--- src/design/comparator_control_pkg.sv ---
/*
 * comparator_control_pkg: register map, field positions, reset values and the
 * event-selection codes shared by the comparator control block.
 * assumes: a 32-bit apb slave with one aligned word per register.
 */
package comparator_control_pkg;

    // register byte offsets on the apb bus
    localparam logic [7:0] ADDR_CONTROL  = 8'h00; // comparator_control word
    localparam logic [7:0] ADDR_STATUS   = 8'h04; // sticky interrupt status, read only
    localparam logic [7:0] ADDR_IRQ_EN   = 8'h08; // interrupt enable
    localparam logic [7:0] ADDR_IRQ_CLR  = 8'h0c; // write one to clear status
    localparam logic [7:0] ADDR_INPUT    = 8'h10; // raw analog sample, read only

    // comparator_control field positions
    localparam int BIT_ENABLE     = 15; // circuit_enable
    localparam int BIT_PIN_EN     = 14; // result_pin_enable
    localparam int BIT_INVERT     = 13; // result_invert
    localparam int BIT_AMP        = 10; // amplifier_select
    localparam int BIT_EVENT      = 9;  // event_flag
    localparam int BIT_RESULT     = 8;  // compare_result
    localparam int BIT_EDGE_HI    = 7;  // event_edge_select msb
    localparam int BIT_EDGE_LO    = 6;  // event_edge_select lsb
    localparam int BIT_REF        = 4;  // reference_select
    localparam int BIT_CH_HI      = 1;  // negative_input_select msb
    localparam int BIT_CH_LO      = 0;  // negative_input_select lsb

    // writable bits of the control word; 12, 11, 5, 3, 2 stay zero
    localparam logic [15:0] CONTROL_WMASK = 16'he6d3;
    localparam logic [15:0] CONTROL_RESET = 16'h0000;
    localparam logic [15:0] WORD_ZERO     = 16'h0000;

    // event_edge_select codes
    localparam logic [1:0] EDGE_NONE = 2'h0; // events off
    localparam logic [1:0] EDGE_RISE = 2'h1; // low to high of result
    localparam logic [1:0] EDGE_FALL = 2'h2; // high to low of result
    localparam logic [1:0] EDGE_BOTH = 2'h3; // either transition

    // interrupt status bit positions
    localparam int IRQ_EVENT   = 0; // qualified comparator event
    localparam int IRQ_WIDTH   = 1;

    // number of negative-input choices and of the analog samples
    localparam int NUM_CH      = 4;
    localparam logic [3:0] CH_PRESENT = 4'h7; // bond mask: which channels exist

endpackage : comparator_control_pkg

--- src/design/bit_synchroniser.sv ---
/*
 * bit_synchroniser: two-flop synchroniser for one asynchronous level.
 * assumes: input comes from outside clk_sys; only the second flop is read.
 */
`timescale 1ns/100ps
module bit_synchroniser (
    input  wire logic clk_sys,  // system clock
    input  wire logic rst_b,    // async reset, active low
    input  wire logic asyncIn,  // raw level from a pin or analog block
    output logic      syncOut   // level safe to use in clk_sys
);
    logic stage1_ff; // metastability catcher, read only by stage two

    // plain two-stage chain, reset to zero
    always_ff @(posedge clk_sys or negedge rst_b) begin
        if (!rst_b) begin
            stage1_ff <= 1'b0;
            syncOut   <= 1'b0;
        end else begin
            stage1_ff <= asyncIn;
            syncOut   <= stage1_ff;
        end
    end
endmodule : bit_synchroniser

--- src/design/comparator_control_event.sv ---
/*
 * comparator_control_event: digital control and status around one op amp /
 * comparator cell: the comparator_control word, result polarity, pin drive,
 * the sticky event flag, and an apb slave with a small interrupt block.
 * assumes: the analog cell gives one raw compare level per negative-input
 * channel plus one for the reference, all asynchronous to clk_sys.
 */
`timescale 1ns/100ps
module comparator_control_event (
    input  wire logic        clk_sys,     // system clock, 250 MHz
    input  wire logic        rst_b,       // async reset, active low
    input  wire logic        psel,        // apb select
    input  wire logic        penable,     // apb access phase
    input  wire logic        pwrite,      // apb direction, high = write
    input  wire logic [7:0]  paddr,       // apb byte address
    input  wire logic [31:0] pwdata,      // apb write data
    input  wire logic [3:0]  pstrb,       // apb byte strobes
    output logic             pready,      // apb ready, always one
    output logic [31:0]      prdata,      // apb read data
    output logic             pslverr,     // apb error on unmapped address
    input  wire logic [3:0]  chCompare,   // raw compare vs each minus channel
    input  wire logic        refCompare,  // raw compare vs internal reference
    output logic             circuitOn,   // analog cell power enable
    output logic             ampMode,     // analog cell in amplifier mode
    output logic [1:0]       chSelect,    // minus-input select to analog mux
    output logic             refSelect,   // reference select to analog mux
    output logic             resultPin,   // result_pin data
    output logic             resultPinOe_b, // result_pin enable, low drives
    output logic             eventTrigger, // one-cycle trigger to other blocks
    output logic             irq          // level interrupt
);
    // control word fields, one register each
    logic        enable_ff;     // circuit_enable
    logic        pinEn_ff;      // result_pin_enable
    logic        invert_ff;     // result_invert
    logic        amp_ff;        // amplifier_select
    logic        event_ff;      // event_flag
    logic [1:0]  edge_ff;       // event_edge_select
    logic        ref_ff;        // reference_select
    logic [1:0]  ch_ff;         // negative_input_select
    logic        result_ff;     // compare_result after polarity
    logic        resultPrev_ff; // result one cycle ago, for edge detect

    localparam int IRQ_W = comparator_control_pkg::IRQ_WIDTH; // status and enable width

    logic [IRQ_W-1:0] status_ff;  // sticky interrupt status
    logic [IRQ_W-1:0] irqEn_ff;   // interrupt enable
    logic [31:0] rdata_ff;      // registered read data
    logic        err_ff;        // registered slave error

    // synchronised analog levels
    logic [3:0]  chSync;        // per-channel compare, clk_sys domain
    logic        refSync;       // reference compare, clk_sys domain

    // combinational helpers
    logic        rawCompare;    // selected compare level before polarity
    logic        nxt_result;    // result after polarity
    logic        riseSeen;      // result went low to high
    logic        fallSeen;      // result went high to low
    logic        eventHit;      // qualified event this cycle
    logic        apbWrite;      // write access completes this cycle
    logic        apbRead;       // read access completes this cycle
    logic        ctrlWrite;     // write to comparator_control
    logic [15:0] ctrlWord;      // assembled control word for reads
    logic [15:0] wdata16;       // low half of write data after strobes
    logic        mapped;        // address decodes to a register

    // one synchroniser per minus channel, and one for the reference
    genvar gi;
    generate
        for (gi = 0; gi < comparator_control_pkg::NUM_CH; gi++) begin : gSync
            bit_synchroniser uSync (
                .clk_sys (clk_sys),
                .rst_b   (rst_b),
                .asyncIn (chCompare[gi]),
                .syncOut (chSync[gi])
            );
        end
    endgenerate

    bit_synchroniser uRefSync (
        .clk_sys (clk_sys),
        .rst_b   (rst_b),
        .asyncIn (refCompare),
        .syncOut (refSync)
    );

    // apb decode: zero-wait slave, so every access completes in its access phase
    assign pready   = 1'b1;
    assign apbWrite = psel && penable && pwrite;
    assign apbRead  = psel && penable && !pwrite;
    assign ctrlWrite = apbWrite && (paddr == comparator_control_pkg::ADDR_CONTROL);

    // strobes gate each byte of the 16-bit word; unstrobed bytes keep old value
    always_comb begin
        wdata16[7:0]  = pstrb[0] ? pwdata[7:0]  : ctrlWord[7:0];
        wdata16[15:8] = pstrb[1] ? pwdata[15:8] : ctrlWord[15:8];
    end

    always_comb begin
        unique case (paddr)
            comparator_control_pkg::ADDR_CONTROL,
            comparator_control_pkg::ADDR_STATUS,
            comparator_control_pkg::ADDR_IRQ_EN,
            comparator_control_pkg::ADDR_IRQ_CLR,
            comparator_control_pkg::ADDR_INPUT:  mapped = 1'b1;
            default:                             mapped = 1'b0;
        endcase
    end

    // input select: a missing channel reads as ground, i.e. compare low
    always_comb begin
        if (ref_ff) begin
            rawCompare = refSync;
        end else if (comparator_control_pkg::CH_PRESENT[ch_ff]) begin
            rawCompare = chSync[ch_ff];
        end else begin
            rawCompare = 1'b0;
        end
    end

    // polarity applies before report, pin and event logic; off cell reads zero
    always_comb begin
        if (!enable_ff || amp_ff) begin
            nxt_result = 1'b0; // comparator path idle when off or amplifying
        end else begin
            nxt_result = rawCompare ^ invert_ff;
        end
    end

    // edge qualification from the configured event_edge_select code
    assign riseSeen = result_ff && !resultPrev_ff;
    assign fallSeen = !result_ff && resultPrev_ff;

    always_comb begin
        unique case (edge_ff)
            comparator_control_pkg::EDGE_NONE: eventHit = 1'b0;
            comparator_control_pkg::EDGE_RISE: eventHit = riseSeen;
            comparator_control_pkg::EDGE_FALL: eventHit = fallSeen;
            comparator_control_pkg::EDGE_BOTH: eventHit = riseSeen || fallSeen;
        endcase
    end

    // result flops; reported and used by the edge detector
    always_ff @(posedge clk_sys or negedge rst_b) begin
        if (!rst_b) begin
            result_ff     <= 1'b0;
            resultPrev_ff <= 1'b0;
        end else begin
            result_ff     <= nxt_result;
            resultPrev_ff <= result_ff;
        end
    end

    // configuration fields: only implemented bits load
    always_ff @(posedge clk_sys or negedge rst_b) begin
        if (!rst_b) begin
            enable_ff <= 1'b0;
            pinEn_ff  <= 1'b0;
            invert_ff <= 1'b0;
            amp_ff    <= 1'b0;
            edge_ff   <= comparator_control_pkg::EDGE_NONE;
            ref_ff    <= 1'b0;
            ch_ff     <= 2'h0;
        end else if (ctrlWrite) begin
            enable_ff <= wdata16[comparator_control_pkg::BIT_ENABLE];
            pinEn_ff  <= wdata16[comparator_control_pkg::BIT_PIN_EN];
            invert_ff <= wdata16[comparator_control_pkg::BIT_INVERT];
            amp_ff    <= wdata16[comparator_control_pkg::BIT_AMP];
            edge_ff   <= wdata16[comparator_control_pkg::BIT_EDGE_HI:
                                 comparator_control_pkg::BIT_EDGE_LO];
            ref_ff    <= wdata16[comparator_control_pkg::BIT_REF];
            ch_ff     <= wdata16[comparator_control_pkg::BIT_CH_HI:
                                 comparator_control_pkg::BIT_CH_LO];
        end
    end

    // event flag: hardware set wins over a software clear in the same cycle;
    // writing one does not set it, so software cannot fake an event
    always_ff @(posedge clk_sys or negedge rst_b) begin
        if (!rst_b) begin
            event_ff <= 1'b0;
        end else if (eventHit && !event_ff) begin
            event_ff <= 1'b1;
        end else if (ctrlWrite && !wdata16[comparator_control_pkg::BIT_EVENT]) begin
            event_ff <= 1'b0;
        end
    end

    // trigger pulse only while the flag is clear
    always_ff @(posedge clk_sys or negedge rst_b) begin
        if (!rst_b) begin
            eventTrigger <= 1'b0;
        end else begin
            eventTrigger <= eventHit && !event_ff;
        end
    end

    // sticky status: set by an unblocked event, set beats write-one-to-clear
    always_ff @(posedge clk_sys or negedge rst_b) begin
        if (!rst_b) begin
            status_ff <= '0;
        end else begin
            for (int i = 0; i < IRQ_W; i++) begin
                if (i == comparator_control_pkg::IRQ_EVENT && eventHit && !event_ff) begin
                    status_ff[i] <= 1'b1;
                end else if (apbWrite && pwdata[i] && pstrb[0] &&
                             paddr == comparator_control_pkg::ADDR_IRQ_CLR) begin
                    status_ff[i] <= 1'b0;
                end
            end
        end
    end

    // interrupt enable register
    always_ff @(posedge clk_sys or negedge rst_b) begin
        if (!rst_b) begin
            irqEn_ff <= '0;
        end else if (apbWrite && pstrb[0] &&
                     paddr == comparator_control_pkg::ADDR_IRQ_EN) begin
            irqEn_ff <= pwdata[IRQ_W-1:0];
        end
    end

    assign irq = |(status_ff & irqEn_ff);

    // control word as read back; unimplemented bits are constant zero
    always_comb begin
        ctrlWord = comparator_control_pkg::WORD_ZERO;
        ctrlWord[comparator_control_pkg::BIT_ENABLE] = enable_ff;
        ctrlWord[comparator_control_pkg::BIT_PIN_EN] = pinEn_ff;
        ctrlWord[comparator_control_pkg::BIT_INVERT] = invert_ff;
        ctrlWord[comparator_control_pkg::BIT_AMP]    = amp_ff;
        ctrlWord[comparator_control_pkg::BIT_EVENT]  = event_ff;
        ctrlWord[comparator_control_pkg::BIT_RESULT] = result_ff;
        ctrlWord[comparator_control_pkg::BIT_EDGE_HI:
                 comparator_control_pkg::BIT_EDGE_LO] = edge_ff;
        ctrlWord[comparator_control_pkg::BIT_REF]    = ref_ff;
        ctrlWord[comparator_control_pkg::BIT_CH_HI:
                 comparator_control_pkg::BIT_CH_LO]  = ch_ff;
    end

    // read data sampled in the setup phase, so it is registered at access
    always_ff @(posedge clk_sys or negedge rst_b) begin
        if (!rst_b) begin
            rdata_ff <= '0;
            err_ff   <= 1'b0;
        end else if (psel && !penable) begin
            err_ff   <= !mapped;
            rdata_ff <= '0;
            if (!pwrite) begin
                unique case (paddr)
                    comparator_control_pkg::ADDR_CONTROL: rdata_ff[15:0] <= ctrlWord;
                    comparator_control_pkg::ADDR_STATUS:  rdata_ff[IRQ_W-1:0] <= status_ff;
                    comparator_control_pkg::ADDR_IRQ_EN:  rdata_ff[IRQ_W-1:0] <= irqEn_ff;
                    comparator_control_pkg::ADDR_INPUT:   rdata_ff[4:0] <= {refSync, chSync};
                    default:                              rdata_ff <= '0;
                endcase
            end
        end
    end

    assign prdata  = rdata_ff;
    assign pslverr = err_ff && psel && penable;

    // analog controls come straight from the control flops
    assign circuitOn = enable_ff;
    assign ampMode   = amp_ff;
    assign chSelect  = ch_ff;
    assign refSelect = ref_ff;

    // pin drive: only in comparator mode with the pin enable set
    assign resultPin     = result_ff;
    assign resultPinOe_b = !(pinEn_ff && !amp_ff && enable_ff);

endmodule : comparator_control_event

--- config.mk ---
export PLATFORM = sky130hd
export DESIGN_NAME = comparator_control_event
export DESIGN_NICKNAME = d
export VERILOG_FILES = /design/src/design/comparator_control_pkg.sv /design/src/design/bit_synchroniser.sv /design/src/design/comparator_control_event.sv
export SDC_FILE = /design/constraint.sdc
export NUM_CORES = 1
export LEC_CHECK = 0
export ABC_AREA = 1
export ABC_CLOCK_PERIOD_IN_PS = 2040
export BUFFER_PORTS_ARGS = -buffer_cell sky130_fd_sc_hd__buf_2
export CAP_MARGIN = 20
export CORE_ASPECT_RATIO = 0.8
export CORE_MARGIN = 2
export CORE_UTILIZATION = 29
export CTS_CLUSTER_SIZE = 24
export DETAILED_ROUTE_END_ITERATION = 6
export HOLD_SLACK_MARGIN = 0.15
export PLACE_DENSITY = 0.64
export SKIP_CTS_REPAIR_TIMING = 1
export SYNTH_ARGS = -nofsm -noshare
export SYNTH_HDL_FRONTEND = slang
export SYNTH_SLANG_ARGS = --single-unit
--- constraint.sdc ---
create_clock -name clk_sys -period 2.04 [get_ports clk_sys]
set_input_delay 0.204 -clock clk_sys [delete_from_list [all_inputs] [get_ports clk_sys]]
set_output_delay 0.204 -clock clk_sys [all_outputs]
set_load 0.01 [all_outputs]
==> flow_metrics.env, run 1 <==
export IMPL_multi_input_area_um2=709
export IMPL_wl_per_cell_um=11.1
export IMPL_post_route_min_period_ns=1.36
export IMPL_cts_tree="done"
export IMPL_cp_end_kind="flip-flop"
export IMPL_clock_fmax_mhz=734
export IMPL_synth_warnings=0
export IMPL_ioPinCount=97
export IMPL_synth_cell_types=26
export IMPL_holdPathStages=3
export IMPL_cp_arrival_ns=1.56
export IMPL_path_clk_slew_ns=0.08
export IMPL_std_cell_rows=26
export IMPL_diodes=0
export IMPL_synth_flop_cell="dfrtp_1"
export IMPL_synth_edff_count=0
export IMPL_grt_antenna_before_repair=0
export IMPL_die_area_um2=7250
export IMPL_grt_setup_unrepaired="false"
export IMPL_numCtsBuffers=5
export IMPL_core_area_um2=6380
export IMPL_layout_nets=344
export IMPL_final_cell_mix="63 x nand2_1, 52 x buf_2, 39 x dfrtp_1, 28 x inv_1, 22 x nor2_1"
export IMPL_path_max_fanout=14
export IMPL_grtUsageTotal_pct=12.0
export IMPL_tightest_slew_ns=0.839
export IMPL_grt_pass1_wl_um=6650
export IMPL_cts_sinks=39
export IMPL_ys_seq_elements=39
export IMPL_max_cap_violations=0
export IMPL_start_util_pct=29.9
export IMPL_ys_seq_area_share_pct=51.1
export IMPL_hp_class="primary input to flip-flop"
export IMPL_finalSetupViolCount=0
export IMPL_fill_cells=701
export IMPL_postRouteWirelength_um=4130
export IMPL_finalSetupTns_ns=0
export IMPL_area_delta_synth_final_pct=23.5
export IMPL_hold_viol=0
export IMPL_holdWs_ns=0.145
export IMPL_dp_final_hpwl_um=3190
export IMPL_slew_viol_final=0
export IMPL_io_buffers=52
export IMPL_htreeDepth=2
export IMPL_crit_type="primary input to flip-flop"
export IMPL_crit_path_start_kind="primary input"
export IMPL_ys_async_sr_fraction_pct=100
export IMPL_syn_area_um2=1910
export IMPL_p_leak_nw=1.32
export IMPL_syn_area_per_cell_um2=8.48
export IMPL_status="finished clean"
export IMPL_placed_area_um2=2180
export IMPL_grt_pass1_vias=1441
export IMPL_drive_above_1_share_pct=26.6
export IMPL_vias=1497
export IMPL_clk_insertion_delay_late_ns=0.29
export IMPL_drt_pass1_iterations=4
export IMPL_die_h_um=76.6
export IMPL_drc=0
export IMPL_root_buffer="clkbuf_8"
export IMPL_ant_nets=0
export IMPL_vdd_drop_max_mv=0.283
export IMPL_grt_ovfl_total=0
export IMPL_layout_cells_most_common="nand2_1"
export IMPL_reg2regPathDepth=7
export IMPL_first_iter_violations=62
export IMPL_critPathRequiredTime_ns=2.23
export IMPL_viasPerCell=4.01
export IMPL_postLayoutCellArea_um2=2360
export IMPL_pwr_density_cell_nw_per_um2=641
export IMPL_cts_buffer_depth=2
export IMPL_clock_skew_ns=0.00881
export IMPL_die_w_um=94.7
export IMPL_postSynthCellCount=225
export IMPL_relSlewSlack_pct=44.1
export IMPL_seq_area_um2=976
export IMPL_r2r_slack_ns=0.69
export IMPL_routabilityCongestion=0.751
export IMPL_fin_crit_sh_pct=66.8
export IMPL_grt_max_degree=23
power breakdown:
part           internal [W]  switching [W]
Clock              0.000308       0.000276
Sequential         0.000789     0.00000727
Combinational     0.0000479      0.0000834
Total               0.00114       0.000367
per-stage QoR:
step	worst slack, ns	utilization (%)	instances	power, W
5_1_grt	0.551	37.0	373	0.00159
4_1_cts	0.637	35.9	366	0.00152
6_report	0.677	37.0	373	0.00151
2_1_floorplan	0.799	-	243	0.000901
3_5_place_dp	0.314	34.2	358	0.000936
3_3_place_gp	0.315	34.2	358	0.000933
routing by layer:
layer,vias to the layer above,wire (um),share of wire [%],global-route usage [%]
li1,781,-,-,-
met1,667,1900,46,15.9
met2,42,1850,45,18.3
met4,0,66,1.6,4.93
met5,-,0,0,0
met3,7,312,7.6,3.46
cells in the mapped netlist, drive strengths merged (2+ instances only):
library cell / count / area, um2
a21oi: 5 / 25.0
buf: 22 / 169
conb: 2 / 7.51
dfrtp: 39 / 976
ha: 2 / 25.0
inv: 30 / 118
nand2: 67 / 262
nand3: 14 / 70.1
nor2: 24 / 100
o21ai: 7 / 38.8
o31ai: 6 / 75.1
final timing paths:
kind	start	endpoint
worst min register to register	gSync[0].uSync.stage1_ff	gSync[0].uSync.syncOut
min in group asynchronous	rst_b	gSync[3].uSync.stage1_ff
worst min-delay path	pwdata[14]	pinEn_ff
worst max register to register	resultPin	event_ff
worst max-delay path	psel	prdata[0]
max in group asynchronous	rst_b	pinEn_ff
flip-flops by register name, summed over array words and instances, names as in the netlist, 2 cells and up:
signal                 cells
gSync.uSync.stage1_ff      4
chSelect                   2
edge_ff                    2
gSync.uSync.syncOut        4
prdata                    13
layout make-up:
| cell class | count | area share, % |
|---|---|---|
| Tap cell | 84 | 4.46 |
| Timing Repair Buffer | 61 | 14.6 |
| Clock buffer | 7 | 4.09 |
| Sequential cell | 39 | 41.4 |
| Inverter | 30 | 4.99 |
| Multi-Input combinational cell | 151 | 30.1 |
| Clock inverter | 1 | 0.318 |
worst max-delay path, cell delays in order:
cell and delay, ns:
buf_2 0.11, inv_1 0.06, nor2_2 0.05, inv_2 0.18, or2_0 0.69, nor2_1 0.11
nand2_1 0.11, nand2_1 0.05
logic make-up after synthesis:
family | Yosys count | share of synthesized area (%)
adder cells (fa/ha/maj) | 2 | 1.31
AND/OR/NAND/NOR | 108 | 23.5
other | 2 | 0.394
buffers and inverters | 53 | 15.2
AO/OA/AOI/OAI | 21 | 8.39
flip-flops | 39 | 51.1
(Power assumes the default switching activity.)
==> run 2: changes to the inputs <==
--- a/config.mk
+++ b/config.mk
@@ -6,7 +6,7 @@
 export NUM_CORES = 1
 export LEC_CHECK = 0
 export ABC_AREA = 1
-export ABC_CLOCK_PERIOD_IN_PS = 2040
+export ABC_CLOCK_PERIOD_IN_PS = 1150
 export BUFFER_PORTS_ARGS = -buffer_cell sky130_fd_sc_hd__buf_2
 export CAP_MARGIN = 20
 export CORE_ASPECT_RATIO = 0.8
@@ -15,7 +15,7 @@
 export CTS_CLUSTER_SIZE = 24
 export DETAILED_ROUTE_END_ITERATION = 6
 export HOLD_SLACK_MARGIN = 0.15
-export PLACE_DENSITY = 0.64
+export PLACE_DENSITY = 0.66
 export SKIP_CTS_REPAIR_TIMING = 1
 export SYNTH_ARGS = -nofsm -noshare
 export SYNTH_HDL_FRONTEND = slang
==> constraint.sdc (replaced) <==
create_clock -name clk_sys -period 1.15 [get_ports clk_sys]
set_input_delay 0.115 -clock clk_sys [delete_from_list [all_inputs] [get_ports clk_sys]]
set_output_delay 0.115 -clock clk_sys [all_outputs]
set_load 0.01 [all_outputs]
==> run 2 against run 1 <==
  * The run now ends with setup timing left
  * Clock-buffer cell count is 1 lower
  * Worst hold slack better by 0.010 ns
  * First-iteration DRC count is 47% lower
  * Combinational power is 130% higher
  * Register-to-register slack worse by 0.74 ns
  * Sequential share of layout area is 5.0 points lower
==> flow_metrics.env, run 2 (same netlist as run 1, synthesis figures left out) <==
export IMPL_max_cap_violations=0
export IMPL_seq_area_um2=976
export IMPL_setup_slack_ns=-0.0478
export IMPL_largest_reg_flops=13
export IMPL_internal_power_w=0.00240
export IMPL_grt_max_degree=40
export IMPL_vdd_drop_max_mv=0.486
export IMPL_cp_end_kind="flip-flop"
export IMPL_cp_arrival_ns=1.38
export IMPL_grt_setup_unrepaired="true"
export IMPL_root_buffer="clkbuf_8"
export IMPL_wl_per_cell_um=10.8
export IMPL_drt_pass1_iterations=4
export IMPL_grt_pass1_vias=1466
export IMPL_violations="setup timing"
export IMPL_clock_fmax_mhz=835
export IMPL_numCtsBuffers=5
export IMPL_area_delta_synth_final_pct=40.5
export IMPL_post_route_min_period_ns=1.20
export IMPL_drive_above_1_share_pct=32.2
export IMPL_viasPerCell=3.91
export IMPL_std_cell_rows=26
export IMPL_dp_final_hpwl_um=3240
export IMPL_grt_ovfl_total=0
export IMPL_fill_cells=667
export IMPL_critPathRequiredTime_ns=1.33
export IMPL_vias=1566
export IMPL_hold_viol=0
export IMPL_die_w_um=94.7
export IMPL_cts_tree="done"
export IMPL_layout_cells_most_common="nand2_1"
export IMPL_clock_skew_ns=0.00452
export IMPL_path_clk_slew_ns=0.07
export IMPL_fin_total_pwr_w=0.00306
export IMPL_grt_pass1_wl_um=6840
export IMPL_first_iter_violations=33
export IMPL_cts_buffer_depth=2
export IMPL_finalSetupViolCount=3
export IMPL_crit_path_start_kind="flip-flop"
export IMPL_clkPwrFrac_pct=43.9
export IMPL_diodes=0
export IMPL_p_comb_share_pct=9.9
export IMPL_cts_sinks=39
export IMPL_hp_class="primary input to flip-flop"
export IMPL_slew_viol_final=0
export IMPL_die_area_um2=7250
export IMPL_pre_cts_slack_ns=-0.0764
export IMPL_io_buffers=52
export IMPL_core_area_um2=6380
export IMPL_ant_nets=0
export IMPL_power_frac_seq_pct=46.2
export IMPL_ioPinCount=97
export IMPL_final_cell_mix="62 x nand2_1, 51 x buf_2, 39 x dfrtp_1, 26 x inv_1"
export IMPL_postLayoutCellArea_um2=2680
export IMPL_start_util_pct=29.9
export IMPL_postRouteWirelength_um=4330
export IMPL_crit_type="flip-flop to flip-flop"
export IMPL_status="finished with violations"
export IMPL_clk_insertion_delay_late_ns=0.29
export IMPL_die_h_um=76.6
export IMPL_swShare_pct=21.4
export IMPL_grtUsageTotal_pct=12.3
export IMPL_drc=0
export IMPL_layout_nets=372
export IMPL_pwr_density_cell_nw_per_um2=1140
export IMPL_p_leak_nw=1.48
export IMPL_path_max_fanout=2
export IMPL_power_switching_w=0.000653
export IMPL_routabilityCongestion=0.781
export IMPL_fin_crit_sh_pct=104
export IMPL_multi_input_area_um2=739
export IMPL_htreeDepth=2
export IMPL_grt_antenna_before_repair=0
export IMPL_placed_area_um2=2330
## run 2: final cells by class
cell class,count,share of cell area [%]
timing repair buffer,89,22.7
tap,84,3.92
multi-input combinational,151,27.6
clock buffer,6,2.71
inverter,30,4.39
sequential,39,36.4
clock inverter,2,2.24
## run 2: worst paths after layout
check | startpoint | endpoint | slack (ns) | depth (start not counted)
max in group asynchronous | rst_b | prdata[14] | 0.65 | 3
max reg2reg | resultPrev_ff | status_ff | -0.05 | 6
min in group asynchronous | rst_b | gSync[2].uSync.stage1_ff | 0.30 | 3
min reg2reg | uRefSync.stage1_ff | uRefSync.syncOut | 0.35 | 0
min | penable | err_ff | 0.16 | 3
max | resultPrev_ff | status_ff | -0.05 | 6
## run 2: power groups by stage
stage,clock network (W),logic (W),registers [W]
floorplan,0,0.000160,0.00144
global placement,0,0.000247,0.00144
detailed placement,0,0.000252,0.00144
CTS,0.00138,0.000252,0.00141
global route,0.00145,0.000340,0.00142
finish,0.00134,0.000301,0.00141
## run 2: worst max-delay path: stages (launching register included)
cell	delay [ns]
dfrtp_1	0.41
ha_4	0.28
nor2_2	0.04
a211oi_2	0.14
nor2_1	0.08
inv_1	0.09
nand2_1	0.05
## run 2: metal layers
layer	vias up	wire, um	GRT usage [%]
met2	41	2030	19.1
met3	7	228	3.56
met1	685	2000	16.0
met5	-	0	0
li1	833	-	-
met4	0	68	4.78
## run 2: through the flow
| step | TNS [ns] | cells | utilization, % | hold slack [ns] |
|---|---|---|---|---|
| final | -0.121 | 401 | 42.0 | 0.155 |
| after global routing | -0.400 | 401 | 42.0 | 0.192 |
| after detailed placement | -0.184 | 374 | 36.5 | 0.0985 |
| after floorplan | -0.140 | 243 | - | -0.181 |
| after global placement | -0.121 | 374 | 36.5 | 0.0982 |
| after CTS | -0.290 | 382 | 38.6 | -0.225 |
==> run 3: changes to the inputs <==
--- a/config.mk
+++ b/config.mk
@@ -8,15 +8,17 @@
 export ABC_AREA = 1
 export ABC_CLOCK_PERIOD_IN_PS = 1150
 export BUFFER_PORTS_ARGS = -buffer_cell sky130_fd_sc_hd__buf_2
-export CAP_MARGIN = 20
+export CELL_PAD_IN_SITES_DETAIL_PLACEMENT = 0
+export CELL_PAD_IN_SITES_GLOBAL_PLACEMENT = 2
 export CORE_ASPECT_RATIO = 0.8
 export CORE_MARGIN = 2
-export CORE_UTILIZATION = 29
+export CORE_UTILIZATION = 22
 export CTS_CLUSTER_SIZE = 24
 export DETAILED_ROUTE_END_ITERATION = 6
 export HOLD_SLACK_MARGIN = 0.15
-export PLACE_DENSITY = 0.66
+export PLACE_DENSITY = 0.84
 export SKIP_CTS_REPAIR_TIMING = 1
 export SYNTH_ARGS = -nofsm -noshare
 export SYNTH_HDL_FRONTEND = slang
+export SYNTH_HIERARCHICAL = 1
 export SYNTH_SLANG_ARGS = --single-unit
==> run 3 against run 2 <==
  * Clock skew increased by 0.0050 ns
  * Maximum frequency down 6.0%
  * The flow still finishes with violations (setup timing)
  * Clock power fell by 32%
  * Synthesized cell count stayed put
  * Sequential power is essentially flat
  * Clock-buffer cell count unchanged
  * Worst setup slack got worse by 0.077 ns
  * Routed wire length increased by 4.3%
  * First-iteration DRC count rose by 67%
  * Register-to-register slack got worse by 0.08 ns
==> flow_metrics.env, run 3 <==
export IMPL_io_buffers=52
export IMPL_worstHoldStart="pstrb[1]"
export IMPL_synth_mux_area_share_pct=0
export IMPL_final_cell_mix="64 x nand2_1, 52 x buf_2, 39 x dfrtp_1, 24 x inv_1, 23 x buf_4"
export IMPL_die_w_um=108
export IMPL_fin_crit_sh_pct=111
export IMPL_worst_path_stages=5
export IMPL_critPathTopFamily="flip-flops"
export IMPL_largest_reg_flops=13
export IMPL_synth_area_top_cells="dfrtp_1 51%, nand2_1 13%, buf_4 8.3%, inv_1 5.5%, nor2_1 4.3%"
export IMPL_fin_util_pct=32.1
export IMPL_grt_antenna_before_repair=0
export IMPL_status="finished with violations"
export IMPL_cts_sinks=39
export IMPL_critPathRequiredTime_ns=1.34
export IMPL_core_area_um2=8450
export IMPL_clock_skew_ns=0.00950
export IMPL_area_delta_synth_final_pct=42.3
export IMPL_drc=0
export IMPL_vdd_drop_max_mv=0.416
export IMPL_pwr_density_cell_nw_per_um2=971
export IMPL_path_clk_slew_ns=0.08
export IMPL_diodes=0
export IMPL_cp_common_cell="nor2_2"
export IMPL_drive_above_1_share_pct=34.5
export IMPL_ys_seq_elements=39
export IMPL_hp_class="primary input to flip-flop"
export IMPL_reg2regPathDepth=5
export IMPL_r2r_start="resultPrev_ff"
export IMPL_ys_seq_area_share_pct=51.2
export IMPL_crit_path_start_kind="flip-flop"
export IMPL_grtUsageTotal_pct=9.47
export IMPL_crit_type="flip-flop to flip-flop"
export IMPL_synth_warnings=6
export IMPL_syn_area_per_cell_um2=8.47
export IMPL_max_cap_violations=0
export IMPL_synth_cell_types=26
export IMPL_p_leak_nw=1.47
export IMPL_syn_area_um2=1910
export IMPL_synth_top_area_cell="dfrtp_1"
export IMPL_synth_most_common_cell="nand2_1"
export IMPL_dp_final_hpwl_um=3450
export IMPL_grt_pass1_wl_um=6910
export IMPL_hold_viol=0
export IMPL_cp_arrival_ns=1.46
export IMPL_r2r_slack_ns=-0.12
export IMPL_cp_end_kind="flip-flop"
export IMPL_synth_xor_area_share_pct=0
export IMPL_layout_cells_most_common="nand2_1"
export IMPL_finalSetupViolCount=3
export IMPL_synth_simple_area_share_pct=23.4
export IMPL_postRouteWirelength_um=4520
export IMPL_grt_pass1_vias=1526
export IMPL_drt_pass1_iterations=4
export IMPL_synthAdderAreaFrac_pct=1.31
export IMPL_grt_max_degree=40
export IMPL_root_buffer="clkbuf_8"
export IMPL_ioPinCount=97
export IMPL_clock_fmax_mhz=785
export IMPL_hold_end="circuitOn"
export IMPL_cp_slowest_cell="dfrtp_1"
export IMPL_cts_buffer_depth=2
export IMPL_clk_insertion_delay_late_ns=0.29
export IMPL_first_iter_violations=55
export IMPL_synth_top_family_by_area="simple AND/OR/NAND/NOR gates"
export IMPL_post_route_min_period_ns=1.27
export IMPL_cts_tree="done"
export IMPL_wl_per_cell_um=10.4
export IMPL_crit_path_max_incr_delay_ns=0.41
export IMPL_finalSetupTns_ns=-0.336
export IMPL_r2r_end="eventTrigger"
export IMPL_violations="setup timing"
export IMPL_layout_nets=377
export IMPL_grt_ovfl_total=0
export IMPL_grt_setup_unrepaired="true"
export IMPL_holdPathStages=5
export IMPL_synth_edff_count=0
export IMPL_synth_top_cell_area_share_pct=51.2
export IMPL_htreeDepth=2
export IMPL_viasPerCell=3.70
export IMPL_postSynthCellCount=225
export IMPL_routabilityCongestion=0.751
export IMPL_die_area_um2=9430
export IMPL_vias=1604
export IMPL_path_max_fanout=2
export IMPL_cp_cell_sequence="ha_4 > nor2_2 > a211oi_2 > nor2_2 > buf_4"
export IMPL_setup_slack_ns=-0.124
export IMPL_start_util_pct=22.6
export IMPL_ys_async_sr_fraction_pct=100
export IMPL_synth_compound_area_share_pct=8.40
export IMPL_crit_buf_inv=1
export IMPL_numCtsBuffers=5
export IMPL_slew_viol_final=0
export IMPL_ant_nets=0
export IMPL_std_cell_rows=30
export IMPL_synth_flop_cell="dfrtp_1"
export IMPL_synth_commonest_cells="64 x nand2_1, 39 x dfrtp_1, 28 x inv_1"
export IMPL_die_h_um=87.2
-- run 3: cell types whose count changed after synthesis, sizes merged --
cell / before / now
inv: 30 / 29
clkinv: 0 / 1
-- run 3: how the worst max path moves through the flow --
stage,end,slack (ns),start
final,eventTrigger,-0.12,resultPrev_ff
after global routing,status_ff,-0.18,resultPin
after CTS,status_ff,-0.11,resultPin
after detailed placement,status_ff,-0.09,resultPin
after global placement,status_ff,-0.07,resultPin
after floorplan,status_ff,-0.07,resultPin
-- run 3: routing by layer --
layer | up-vias | share of wire [%] | track usage [%]
li1 | 841 | - | -
met3 | 0 | 5.9 | 3.07
met4 | 0 | 0 | 1.05
met2 | 43 | 45 | 15.5
met1 | 720 | 49 | 12.7
met5 | - | 0 | 0
-- run 3: where the power goes --
part           internal (W)  total, W  switching (W)  leakage, nW
sequential          0.00140   0.00141      0.0000124        0.483
combinational      0.000144  0.000315       0.000170        0.948
clock              0.000424  0.000907       0.000482       0.0412
-- run 3: worst min-delay path, stage by stage --
cell and delay, ns:
buf_2 0.10, inv_1 0.05, nor2_1 0.06, nand2_2 0.12
a21oi_1 0.08
-- run 3: layout make-up --
class / instances / area [um2]
clock buffer: 6 / 72.6
multi-input combinational: 151 / 748
timing repair buffer: 94 / 644
tap: 112 / 140
inverter: 30 / 118
clock inverter: 2 / 12.5
sequential: 39 / 976
fill: 926 / 5730
-- run 3: logic make-up (layout without fill, tap and decap cells) --
kind of cell	count (synthesis)	count (layout)
buffers and inverters	53	132
DFF	39	39
AOI/OAI and AO/OA	21	21
and+or+nand+nor	108	108
other	2	20
adders and majority gates	2	2
-- run 3: per-stage QoR --
stage / total power, W / cell area [um2] / cells / hold WS [ns] / worst slack [ns]
2_1_floorplan: 0.00160 / 1970 / 243 / -0.181 / -0.0708
3_3_place_gp: 0.00170 / 2390 / 406 / 0.105 / -0.0729
3_5_place_dp: 0.00170 / 2390 / 406 / 0.101 / -0.0920
4_1_cts: 0.00262 / 2480 / 414 / -0.209 / -0.114
5_1_grt: 0.00276 / 2710 / 434 / 0.287 / -0.182
6_report: 0.00263 / 2710 / 434 / 0.271 / -0.124
